### config.mk
export PLATFORM = sky130hd
export DESIGN_NAME = pft_channel
export DESIGN_NICKNAME = d
export VERILOG_FILES = /design/src/shared/pft_pkg.sv /design/src/logic/pft_channel.sv
export SDC_FILE = /design/constraint.sdc
export NUM_CORES = 2
export LEC_CHECK = 0
export ABC_AREA = 1
export BUFFER_PORTS_ARGS = -buffer_cell sky130_fd_sc_hd__buf_4
export CAP_MARGIN = 15
export CORE_MARGIN = 2
export CORE_UTILIZATION = 45
export DETAILED_ROUTE_END_ITERATION = 8
export PLACE_DENSITY_LB_ADDON = 0.2
export SYNTH_ARGS = -nofsm -noshare
export SYNTH_HDL_FRONTEND = slang
export SYNTH_HIERARCHICAL = 1
export SYNTH_SLANG_ARGS = --single-unit
### constraint.sdc
create_clock -name clk -period 67.5 [get_ports clk]
set_input_delay 13.5 -clock clk [delete_from_list [all_inputs] [get_ports clk]]
set_output_delay 13.5 -clock clk [all_outputs]
set_load 0.05 [all_outputs]
### src/shared/pft_pkg.sv
// Purpose: Constants and types for one pulse flowmeter channel.
// Assumes: 200 MHz system clock, 32-bit register port.
// Notes: Functional notes follow.
// Functional notes
// - Direction mode: count input one only.
// - Direction low counts up, high down.
// - Quad single: one count per cycle.
// - Quad high resolution: four counts per cycle.
// - Selectable filter caps measured pulse frequency.
// - Filter disabled counts without any cap.
// - No pulse within zero time forces rate zero.
// - Rate per second, minute or hour.
// - Below low limit raises low flag.
// - Above high limit raises high flag.
// - Manual reset clears totalizer at once.
// - Reset channel above zero clears totalizer.
// - Hold channel at or below zero freezes total.
// - Direction channel above zero reverses totalizer.
package pft_pkg;

   // Clock
   localparam int CLK_PERIOD_NS = 5;
   localparam int CLK_HZ_DEF = 1000000000 / CLK_PERIOD_NS;

   // Register offsets (byte addresses)
   localparam logic [7:0] OFS_CFG = 8'h00;
   localparam logic [7:0] OFS_CMD = 8'h04;
   localparam logic [7:0] OFS_LOW = 8'h08;
   localparam logic [7:0] OFS_HIGH = 8'h0C;
   localparam logic [7:0] OFS_RATE = 8'h10;
   localparam logic [7:0] OFS_TOTAL = 8'h14;
   localparam logic [7:0] OFS_FLAGS = 8'h18;
   localparam logic [7:0] OFS_IRQ_STAT = 8'h1C;
   localparam logic [7:0] OFS_IRQ_CLR = 8'h20;
   localparam logic [7:0] OFS_IRQ_EN = 8'h24;

   // Command bit positions
   localparam int CMD_RESET_NOW = 0;

   // Event bit positions
   localparam int EV_BELOW = 0;
   localparam int EV_ABOVE = 1;
   localparam int EV_ZERO = 2;
   localparam int EV_W = 3;

   // Counting modes
   typedef enum logic [1:0] {PFT_DIRIN, PFT_QUAD1, PFT_QUAD4} pft_mode_t;

   // Configuration word, low bits of the config register
   typedef struct packed {
      logic dir_en;
      logic hold_en;
      logic rst_en;
      logic [1:0] tbase;
      logic [1:0] zsel;
      logic [3:0] filt;
      logic [1:0] mode;
   } pft_cfg_t;
   localparam int CFG_W = 13;
   localparam logic [CFG_W-1:0] CFG_RST = 13'h0000;

   // Logical channel values feeding the totalizer controls
   typedef struct packed {
      logic signed [31:0] rst_val;
      logic signed [31:0] hold_val;
      logic signed [31:0] dir_val;
   } pft_chan_t;

   // Filter caps in Hz, index 0 means filter disabled
   localparam int FILT_HZ [9] = '{0, 10, 25, 50, 100, 1000, 5000, 10000, 50000};
   // Zero times in ms
   localparam int ZERO_MS [3] = '{100, 1000, 10000};
   // Time base multipliers over a one second gate
   localparam int TBASE_MUL [3] = '{1, 60, 3600};

   // Reset values
   localparam logic [31:0] LIMIT_RST = 32'h0000_0000;
   localparam logic [31:0] ZERO32 = 32'h0000_0000;

endpackage

### src/logic/pft_channel.sv
// Purpose: One pulse flowmeter channel: filter, decoder, rate, limits, totalizer.
// Assumes: Counting inputs are asynchronous pins; logical channels are synchronous.
// Notes: Gate window, filter and zero times derive from CLK_HZ; shrink it for simulation.
`timescale 1ns/10ps
`default_nettype none

// Input sync and glitch filter for one counting pin
module pft_filter
(
   // Clock and control
   input wire logic clk,
   input wire logic rst,
   input wire logic ce,
   // Minimum stable time in cycles, zero means no filter
   input wire logic [31:0] min_cyc,
   // Pin and filtered level
   input wire logic pin,
   output logic lvl
);
   // Three stage synchroniser
   logic s1_reg;
   logic s2_reg;
   logic s3_reg;
   // Stability counter
   logic [31:0] cnt_reg;

   // Synchroniser chain
   always_ff @(posedge clk or posedge rst)
   begin
      if (rst)
      begin
         s1_reg <= 1'b0;
         s2_reg <= 1'b0;
         s3_reg <= 1'b0;
      end
      else if (ce)
      begin
         s1_reg <= pin;
         s2_reg <= s1_reg;
         s3_reg <= s2_reg;
      end
   end

   // Level follows only once a change is stable long enough
   always_ff @(posedge clk or posedge rst)
   begin
      if (rst)
      begin
         cnt_reg <= 32'h0000_0000;
         lvl <= 1'b0;
      end
      else if (ce)
      begin
         if ((s2_reg != s3_reg) || (s3_reg == lvl))
         begin
            // Disagreement or no change restarts the timer
            cnt_reg <= 32'h0000_0000;
         end
         else if (cnt_reg + 32'h0000_0001 >= min_cyc)
         begin
            // Shorter pulses are bounces and vanish
            lvl <= s3_reg;
            cnt_reg <= 32'h0000_0000;
         end
         else
         begin
            cnt_reg <= cnt_reg + 32'h0000_0001;
         end
      end
   end
endmodule

module pft_channel
#(
   parameter int CLK_HZ = pft_pkg::CLK_HZ_DEF
)
(
   // Clock, reset, enable
   input wire logic clk,
   input wire logic rst,
   input wire logic ce,
   // Counting pins
   input wire logic inp1,
   input wire logic inp2,
   // Logical channel sources
   input wire pft_pkg::pft_chan_t chan,
   // Register port
   input wire logic [7:0] addr,
   input wire logic [31:0] wdata,
   input wire logic wr,
   input wire logic rd,
   output logic [31:0] rdata,
   // Results to the logical channel system
   output logic signed [31:0] rate,
   output logic signed [31:0] total,
   output logic below_limit_flag,
   output logic above_limit_flag,
   // Interrupt
   output logic irq
);
   // One second gate in cycles
   localparam logic [31:0] GATE_CYC = 32'(CLK_HZ);

   // Configuration and limits
   pft_pkg::pft_cfg_t cfg_reg;
   logic signed [31:0] low_reg;
   logic signed [31:0] high_reg;
   // Filtered levels and their previous values
   logic a_lvl;
   logic b_lvl;
   logic a_prev_reg;
   logic b_prev_reg;
   // Filter threshold
   logic [31:0] min_cyc;
   // Decoded signed step, -1, 0 or +1
   logic signed [1:0] step;
   // Rate measurement
   logic [31:0] gate_reg;
   logic signed [31:0] acc_reg;
   logic [39:0] idle_reg;
   logic [39:0] zero_cyc;
   logic zero_hit;
   // Totalizer controls
   logic tot_clear;
   logic tot_hold;
   logic tot_rev;
   // Interrupt registers
   logic [pft_pkg::EV_W-1:0] ev_stat_reg;
   logic [pft_pkg::EV_W-1:0] ev_en_reg;
   logic [pft_pkg::EV_W-1:0] ev_set;
   logic zero_seen_reg;

   // Filter threshold from the selected cap; disabled passes all
   always_comb
   begin
      min_cyc = 32'h0000_0000;
      if ((cfg_reg.filt != 4'h0) && (cfg_reg.filt <= 4'h8))
      begin
         // Half a period of the cap at square wave
         min_cyc = 32'(CLK_HZ / (2 * pft_pkg::FILT_HZ[cfg_reg.filt]));
      end
   end

   // Both pins share one filter setting
   pft_filter u_filt_a
   (
      .clk(clk),
      .rst(rst),
      .ce(ce),
      .min_cyc(min_cyc),
      .pin(inp1),
      .lvl(a_lvl)
   );

   pft_filter u_filt_b
   (
      .clk(clk),
      .rst(rst),
      .ce(ce),
      .min_cyc(min_cyc),
      .pin(inp2),
      .lvl(b_lvl)
   );

   // Edge history of the filtered levels
   always_ff @(posedge clk or posedge rst)
   begin
      if (rst)
      begin
         a_prev_reg <= 1'b0;
         b_prev_reg <= 1'b0;
      end
      else if (ce)
      begin
         a_prev_reg <= a_lvl;
         b_prev_reg <= b_lvl;
      end
   end

   // Pulse decoder
   always_comb
   begin
      step = 2'sd0;
      case (pft_pkg::pft_mode_t'(cfg_reg.mode))
         pft_pkg::PFT_DIRIN:
         begin
            // Rising edge on input one counts; input two is direction
            if (a_lvl && !a_prev_reg)
            begin
               step = b_lvl ? -2'sd1 : 2'sd1;
            end
         end
         pft_pkg::PFT_QUAD1:
         begin
            // One count per cycle, phase gives sign
            if (a_lvl && !a_prev_reg)
            begin
               step = b_lvl ? -2'sd1 : 2'sd1;
            end
         end
         pft_pkg::PFT_QUAD4:
         begin
            // Every edge of either input counts while the other input holds
            if ((a_lvl != a_prev_reg) && (b_lvl == b_prev_reg))
            begin
               step = (a_lvl != b_lvl) ? 2'sd1 : -2'sd1;
            end
            else if ((b_lvl != b_prev_reg) && (a_lvl == a_prev_reg))
            begin
               step = (a_lvl == b_lvl) ? 2'sd1 : -2'sd1;
            end
            // Both changing at once is an illegal jump and is dropped
         end
         default:
         begin
            step = 2'sd0;
         end
      endcase
   end

   // Zero time in cycles; 64-bit math since CLK_HZ times 10000 ms overflows 32 bits
   always_comb
   begin
      zero_cyc = 40'(64'(CLK_HZ) * 64'(pft_pkg::ZERO_MS[0]) / 64'd1000);
      if (cfg_reg.zsel == 2'h1)
      begin
         zero_cyc = 40'(64'(CLK_HZ) * 64'(pft_pkg::ZERO_MS[1]) / 64'd1000);
      end
      else if (cfg_reg.zsel >= 2'h2)
      begin
         zero_cyc = 40'(64'(CLK_HZ) * 64'(pft_pkg::ZERO_MS[2]) / 64'd1000);
      end
   end
   assign zero_hit = (idle_reg + 40'h00_0000_0001 >= zero_cyc);

   // Cycles since the last pulse
   always_ff @(posedge clk or posedge rst)
   begin
      if (rst)
      begin
         idle_reg <= 40'h00_0000_0000;
      end
      else if (ce)
      begin
         if (step != 2'sd0)
         begin
            idle_reg <= 40'h00_0000_0000;
         end
         else if (!zero_hit)
         begin
            idle_reg <= idle_reg + 40'h00_0000_0001;
         end
      end
   end

   // Gate window and rate; hold does not stop this
   always_ff @(posedge clk or posedge rst)
   begin
      if (rst)
      begin
         gate_reg <= 32'h0000_0000;
         acc_reg <= 32'sh0000_0000;
         rate <= 32'sh0000_0000;
      end
      else if (ce)
      begin
         if (gate_reg + 32'h0000_0001 >= GATE_CYC)
         begin
            gate_reg <= 32'h0000_0000;
            acc_reg <= 32'(step);
            // Signed count times the time base
            if (cfg_reg.tbase == 2'h1)
            begin
               rate <= 32'(acc_reg * pft_pkg::TBASE_MUL[1]);
            end
            else if (cfg_reg.tbase >= 2'h2)
            begin
               rate <= 32'(acc_reg * pft_pkg::TBASE_MUL[2]);
            end
            else
            begin
               rate <= 32'(acc_reg * pft_pkg::TBASE_MUL[0]);
            end
         end
         else
         begin
            gate_reg <= gate_reg + 32'h0000_0001;
            acc_reg <= acc_reg + 32'(step);
         end
         // Pulse starvation wins over any pending rate
         if (zero_hit)
         begin
            rate <= 32'sh0000_0000;
         end
      end
   end

   // Limit flags follow the displayed rate
   always_ff @(posedge clk or posedge rst)
   begin
      if (rst)
      begin
         below_limit_flag <= 1'b0;
         above_limit_flag <= 1'b0;
      end
      else if (ce)
      begin
         below_limit_flag <= (rate < low_reg);
         above_limit_flag <= (rate > high_reg);
      end
   end

   // Totalizer controls from the logical channels
   assign tot_clear = (ce && wr && (addr == pft_pkg::OFS_CMD)
                       && wdata[pft_pkg::CMD_RESET_NOW])
                      || (cfg_reg.rst_en && (chan.rst_val > 0));
   assign tot_hold = cfg_reg.hold_en && (chan.hold_val <= 0);
   assign tot_rev = cfg_reg.dir_en && (chan.dir_val > 0);

   // Totalizer; limit flags never gate accumulation
   always_ff @(posedge clk or posedge rst)
   begin
      if (rst)
      begin
         total <= 32'sh0000_0000;
      end
      else if (ce)
      begin
         if (tot_clear)
         begin
            // Manual or channel reset, manual needs no enable
            total <= 32'sh0000_0000;
         end
         else if (!tot_hold)
         begin
            // Reversal flips the sign of each increment
            total <= tot_rev ? total - 32'(step) : total + 32'(step);
         end
      end
   end

   // Configuration, limit and interrupt enable registers
   always_ff @(posedge clk or posedge rst)
   begin
      if (rst)
      begin
         cfg_reg <= pft_pkg::CFG_RST;
         low_reg <= pft_pkg::LIMIT_RST;
         high_reg <= pft_pkg::LIMIT_RST;
         ev_en_reg <= '0;
      end
      else if (ce && wr)
      begin
         case (addr)
            pft_pkg::OFS_CFG: cfg_reg <= wdata[pft_pkg::CFG_W-1:0];
            pft_pkg::OFS_LOW: low_reg <= wdata;
            pft_pkg::OFS_HIGH: high_reg <= wdata;
            pft_pkg::OFS_IRQ_EN: ev_en_reg <= wdata[pft_pkg::EV_W-1:0];
            default:
            begin
               // Other offsets are read only or write nothing here
            end
         endcase
      end
   end

   // Rising flags and the start of a zero timeout are events
   assign ev_set[pft_pkg::EV_BELOW] = ce && (rate < low_reg) && !below_limit_flag;
   assign ev_set[pft_pkg::EV_ABOVE] = ce && (rate > high_reg) && !above_limit_flag;
   assign ev_set[pft_pkg::EV_ZERO] = ce && zero_hit && !zero_seen_reg;

   // Sticky status; a set in the clear cycle survives
   always_ff @(posedge clk or posedge rst)
   begin
      if (rst)
      begin
         ev_stat_reg <= '0;
         zero_seen_reg <= 1'b0;
         irq <= 1'b0;
      end
      else if (ce)
      begin
         zero_seen_reg <= zero_hit;
         if (wr && (addr == pft_pkg::OFS_IRQ_CLR))
         begin
            ev_stat_reg <= (ev_stat_reg & ~wdata[pft_pkg::EV_W-1:0]) | ev_set;
         end
         else
         begin
            ev_stat_reg <= ev_stat_reg | ev_set;
         end
         irq <= |(ev_stat_reg & ev_en_reg);
      end
   end

   // Read data stands one cycle after the strobe only
   always_ff @(posedge clk or posedge rst)
   begin
      if (rst)
      begin
         rdata <= pft_pkg::ZERO32;
      end
      else if (ce)
      begin
         rdata <= pft_pkg::ZERO32;
         if (rd)
         begin
            case (addr)
               pft_pkg::OFS_CFG: rdata <= 32'(cfg_reg);
               pft_pkg::OFS_LOW: rdata <= low_reg;
               pft_pkg::OFS_HIGH: rdata <= high_reg;
               pft_pkg::OFS_RATE: rdata <= rate;
               pft_pkg::OFS_TOTAL: rdata <= total;
               pft_pkg::OFS_FLAGS: rdata <= {30'h0, above_limit_flag, below_limit_flag};
               pft_pkg::OFS_IRQ_STAT: rdata <= 32'(ev_stat_reg);
               pft_pkg::OFS_IRQ_EN: rdata <= 32'(ev_en_reg);
               default: rdata <= pft_pkg::ZERO32;
            endcase
         end
      end
   end
endmodule

`default_nettype wire

==> summary.md <==
| Metric | Value |
|---|---|
| IO Port Bufs | `between 200 and 250` |
| Std-Cell Rows | `128` |
| Gr ovfl total | `0` |
| Count of pins over their slew limit | `0` |
| Root Buffer | `clkbuf_16` |
| Post-synth top area cell | `dfrtp_1` |
| WL/cell | `approximately 17 µm` |
| Crit Path Class | `reg2reg` |
| Post-synthesis cell count | `a little over 8000` |
| CTS HTree Levels | `2` |
| Final min period | `about 61 ns` |
| Clk buf depth | `3` |
| Setup violations, final | `0` |
| Crit path to | `u_filt_b/cnt_reg[0]` |
| Netlist cell types | `100` |
| Vias per inst | `between 5 and 6` |
| Slowest stage delay, CP | `around 0.46 ns` |
| Top FF cell, synth | `dfrtp_1` |
| First-pass GRT wire length | `around 270000 µm` |
| Initial antenna violation count | `2` |
| Non-filler cells, final | `9969` |
| Clk pin slew, worst setup/hold paths | `~0.06 ns` |
| Reg2reg start | `cfg_reg[2]` |
| Main area contributors after synthesis | `dfrtp_1 16%, ha_1 15%, nand2_1 12%` |
| DRC viols | `0` |
| CTS tree | `done` |
| Layout area overhead | `9.70%` |
| Drt total wl | `169000 µm` |
| Post-CTS Hold Fix Bufs | `0` |
| Placeable Area | `~120000 µm²` |
| Critical path endpoint category | `flop` |
| Crit path arrival time | `slightly above 60 ns` |
| Synthesized area | `about 55000 µm²` |
| CP max FO | `30` |
| Hold Crit Class | `reg2reg` |
| Top Ports | `roughly 240` |
| Layout cell share with drive strength beyond 1 | `between 10% and 20%` |
| Origin of the worst setup path | `cfg_reg[2]` |
| Post-synth EDFFs | `0` |
| Asr flop ratio synth | `100%` |
| Nets | `around 9200` |
| Drt first pass iters | `8` |
| Die area | `around 120000 µm²` |
| Synthesized flop and latch total | `around 360` |
| GP Congestion | `around 0.95` |
| HPWL after detailed placement | `134000 µm` |
| Worst setup SP type | `flop` |
| Inst Count DP | `~9800` |
| Worst Tran Pin Value | `roughly 1.1 ns` |
| Mean Syn Cell Area | `slightly below 7 µm²` |
| Global Route Usage Sum | `a little over a quarter` |
| Max FFs per register | `40` |
| Routed Antenna Nets | `0` |
| Hold Fails Final Rpt | `0` |
| Largest net degree at the start of global routing | `167` |
| Total CTS buffers | `45` |
| Most Frequent Cell on Critical Path | `nand2_1` |
| Vias | `roughly 53000` |
| RR Endpoint | `u_filt_b/cnt_reg[0]` |
| Initial Util | `between 40% and 50%` |
| Critical path's slowest cell | `ha_1` |
| Syn nets | `roughly 9000` |
| YS warnings | `6` |
| Period utilization | `90.2%` |
| Clock latency on the worst-skew pair | `roughly 0.66 ns` |
| Peak Freq | `16.4 MHz` |
| Total of max-cap violations | `0` |
| Cell count of the worst reg-to-reg path | `~480` |
| Rel. slew slack | `a little under a quarter` |
| Worst Skew | `roughly 0.048 ns` |
| Die height | `around 350 µm` |
| Worst R2R Setup Slack | `~6.6 ns` |
| Outcome | `complete, no violations` |
| Clk sinks | `361` |
| Die width | `between 300 and 400 µm` |
| Sequential area share after synthesis | `between 10% and 20%` |
| Req. time, crit path | `roughly 70 ns` |
| Number of global-route vias before repair | `51100` |
| Initial DRC count | `3300` |
| ANT cells | `0` |
| Synth top area share | `~16%` |
==> cell type report <==
| type | count | area (µm²) |
|---|---|---|
| Fill cell | 12300 | 61100 |
| Multi-Input combinational cell | 6266 | 39900 |
| Sequential cell | 361 | 9040 |
| Inverter | 1304 | 5060 |
| Timing Repair Buffer | 328 | 2590 |
| Tap cell | 1625 | 2030 |
| Clock buffer | 61 | 1240 |
| Clock inverter | 21 | 231 |
| Timing Repair inverter | 3 | 15.0 |
==> logic make-up after synthesis <==
logic type	after synthesis	share of synthesized area, %
and+or+nand+nor	3676	32.9
buffers and inverters	1477	11.3
AOI/OAI and AO/OA	1456	15.3
adders and majority gates	715	17.4
xor gates and xnor gates	411	6.58
DFF	361	16.5
other	1	0.00684
muxes	1	0.0205
==> worst min path at each step <==
stage                     from               to  slack, ns  depth (start not counted)
2_1_floorplan    zero_seen_reg   ev_stat_reg[2]       0.44                          1
3_3_place_gp   u_filt_a/s1_reg  u_filt_a/s1_reg       0.46                          2
3_5_place_dp      high_reg[26]     high_reg[26]       0.47                          2
4_1_cts          zero_seen_reg   ev_stat_reg[2]       0.48                          1
5_1_grt          zero_seen_reg   ev_stat_reg[2]       0.49                          1
6_report           low_reg[12]      low_reg[12]       0.48                          2
==> through the flow <==
step	setup TNS, ns	setup slack, ns	hold slack, ns	area [µm²]	utilization [%]
after floorplan	0	6.99	0.437	54800	-
after global placement	0	2.02	0.461	57800	47.7
after detailed placement	-12.82	-0.268	0.472	57800	47.7
after CTS	0	0.0312	0.478	59300	48.9
after global routing	-6.02	-0.131	0.490	60100	49.6
final	0	6.63	0.484	60100	49.6
==> critical path: cells and delay by family, from the launching register on <==
kind                       cells  cell delay (ns)
DFF                            1             0.45
buffers and inverters         46             5.22
xor gates and xnor gates       1             0.27
AOI/OAI and AO/OA            106            16.42
and+or+nand+nor              293            28.03
adders and majority gates     32            10.27
==> Yosys cell counts (22+ instances only) <==
master    instances
a21o_1           41
a21oi_1         435
a221oi_1         26
a22oi_1          29
buf_6            30
clkbuf_1         97
dfrtp_1         361
fa_1             76
ha_1            639
inv_1          1216
inv_2            49
nand2_1        1761
nand2_2         200
nand2_4          87
nand3_1         444
nand3_2          89
nand3b_1         23
nand4_1         131
nor2_1          570
nor2_2           67
nor2_4           41
nor3_1           73
nor4_1           44
o21ai_0         520
o21ai_1          99
o21ai_2          22
o21bai_1         39
o22ai_1          82
o31ai_1          24
or2_2            66
xnor2_1         175
xor2_1          235
==> repair_timing <==
action	CTS	global route
buffers inserted	0	48
setup endpoints to repair	66	66
resized for setup	2	103
pin swaps	0	21
gates cloned	0	10
==> cells in the final DEF (no fill, tap or decap), types with 175 or more instances in the layout <==
cell type  instances
nand2_1         1753
inv_1           1210
ha_1             636
nor2_1           568
o21ai_0          488
nand3_1          444
a21oi_1          426
dfrtp_1          358
buf_4            317
xor2_1           235
nand2_2          203
xnor2_1          175
==> routing by layer <==
metal	share of wire [%]	wire (µm)	GRT usage (%)
met3	4.9	8370	3.21
met5	0.0071	12	0
met2	46	77900	44.5
met1	45	75600	34.2
met4	4.4	7370	10.4
Power is left out: the tool's default activity adds up to more than one toggle a clock period on the data nets, which glitch-free logic cannot reach.
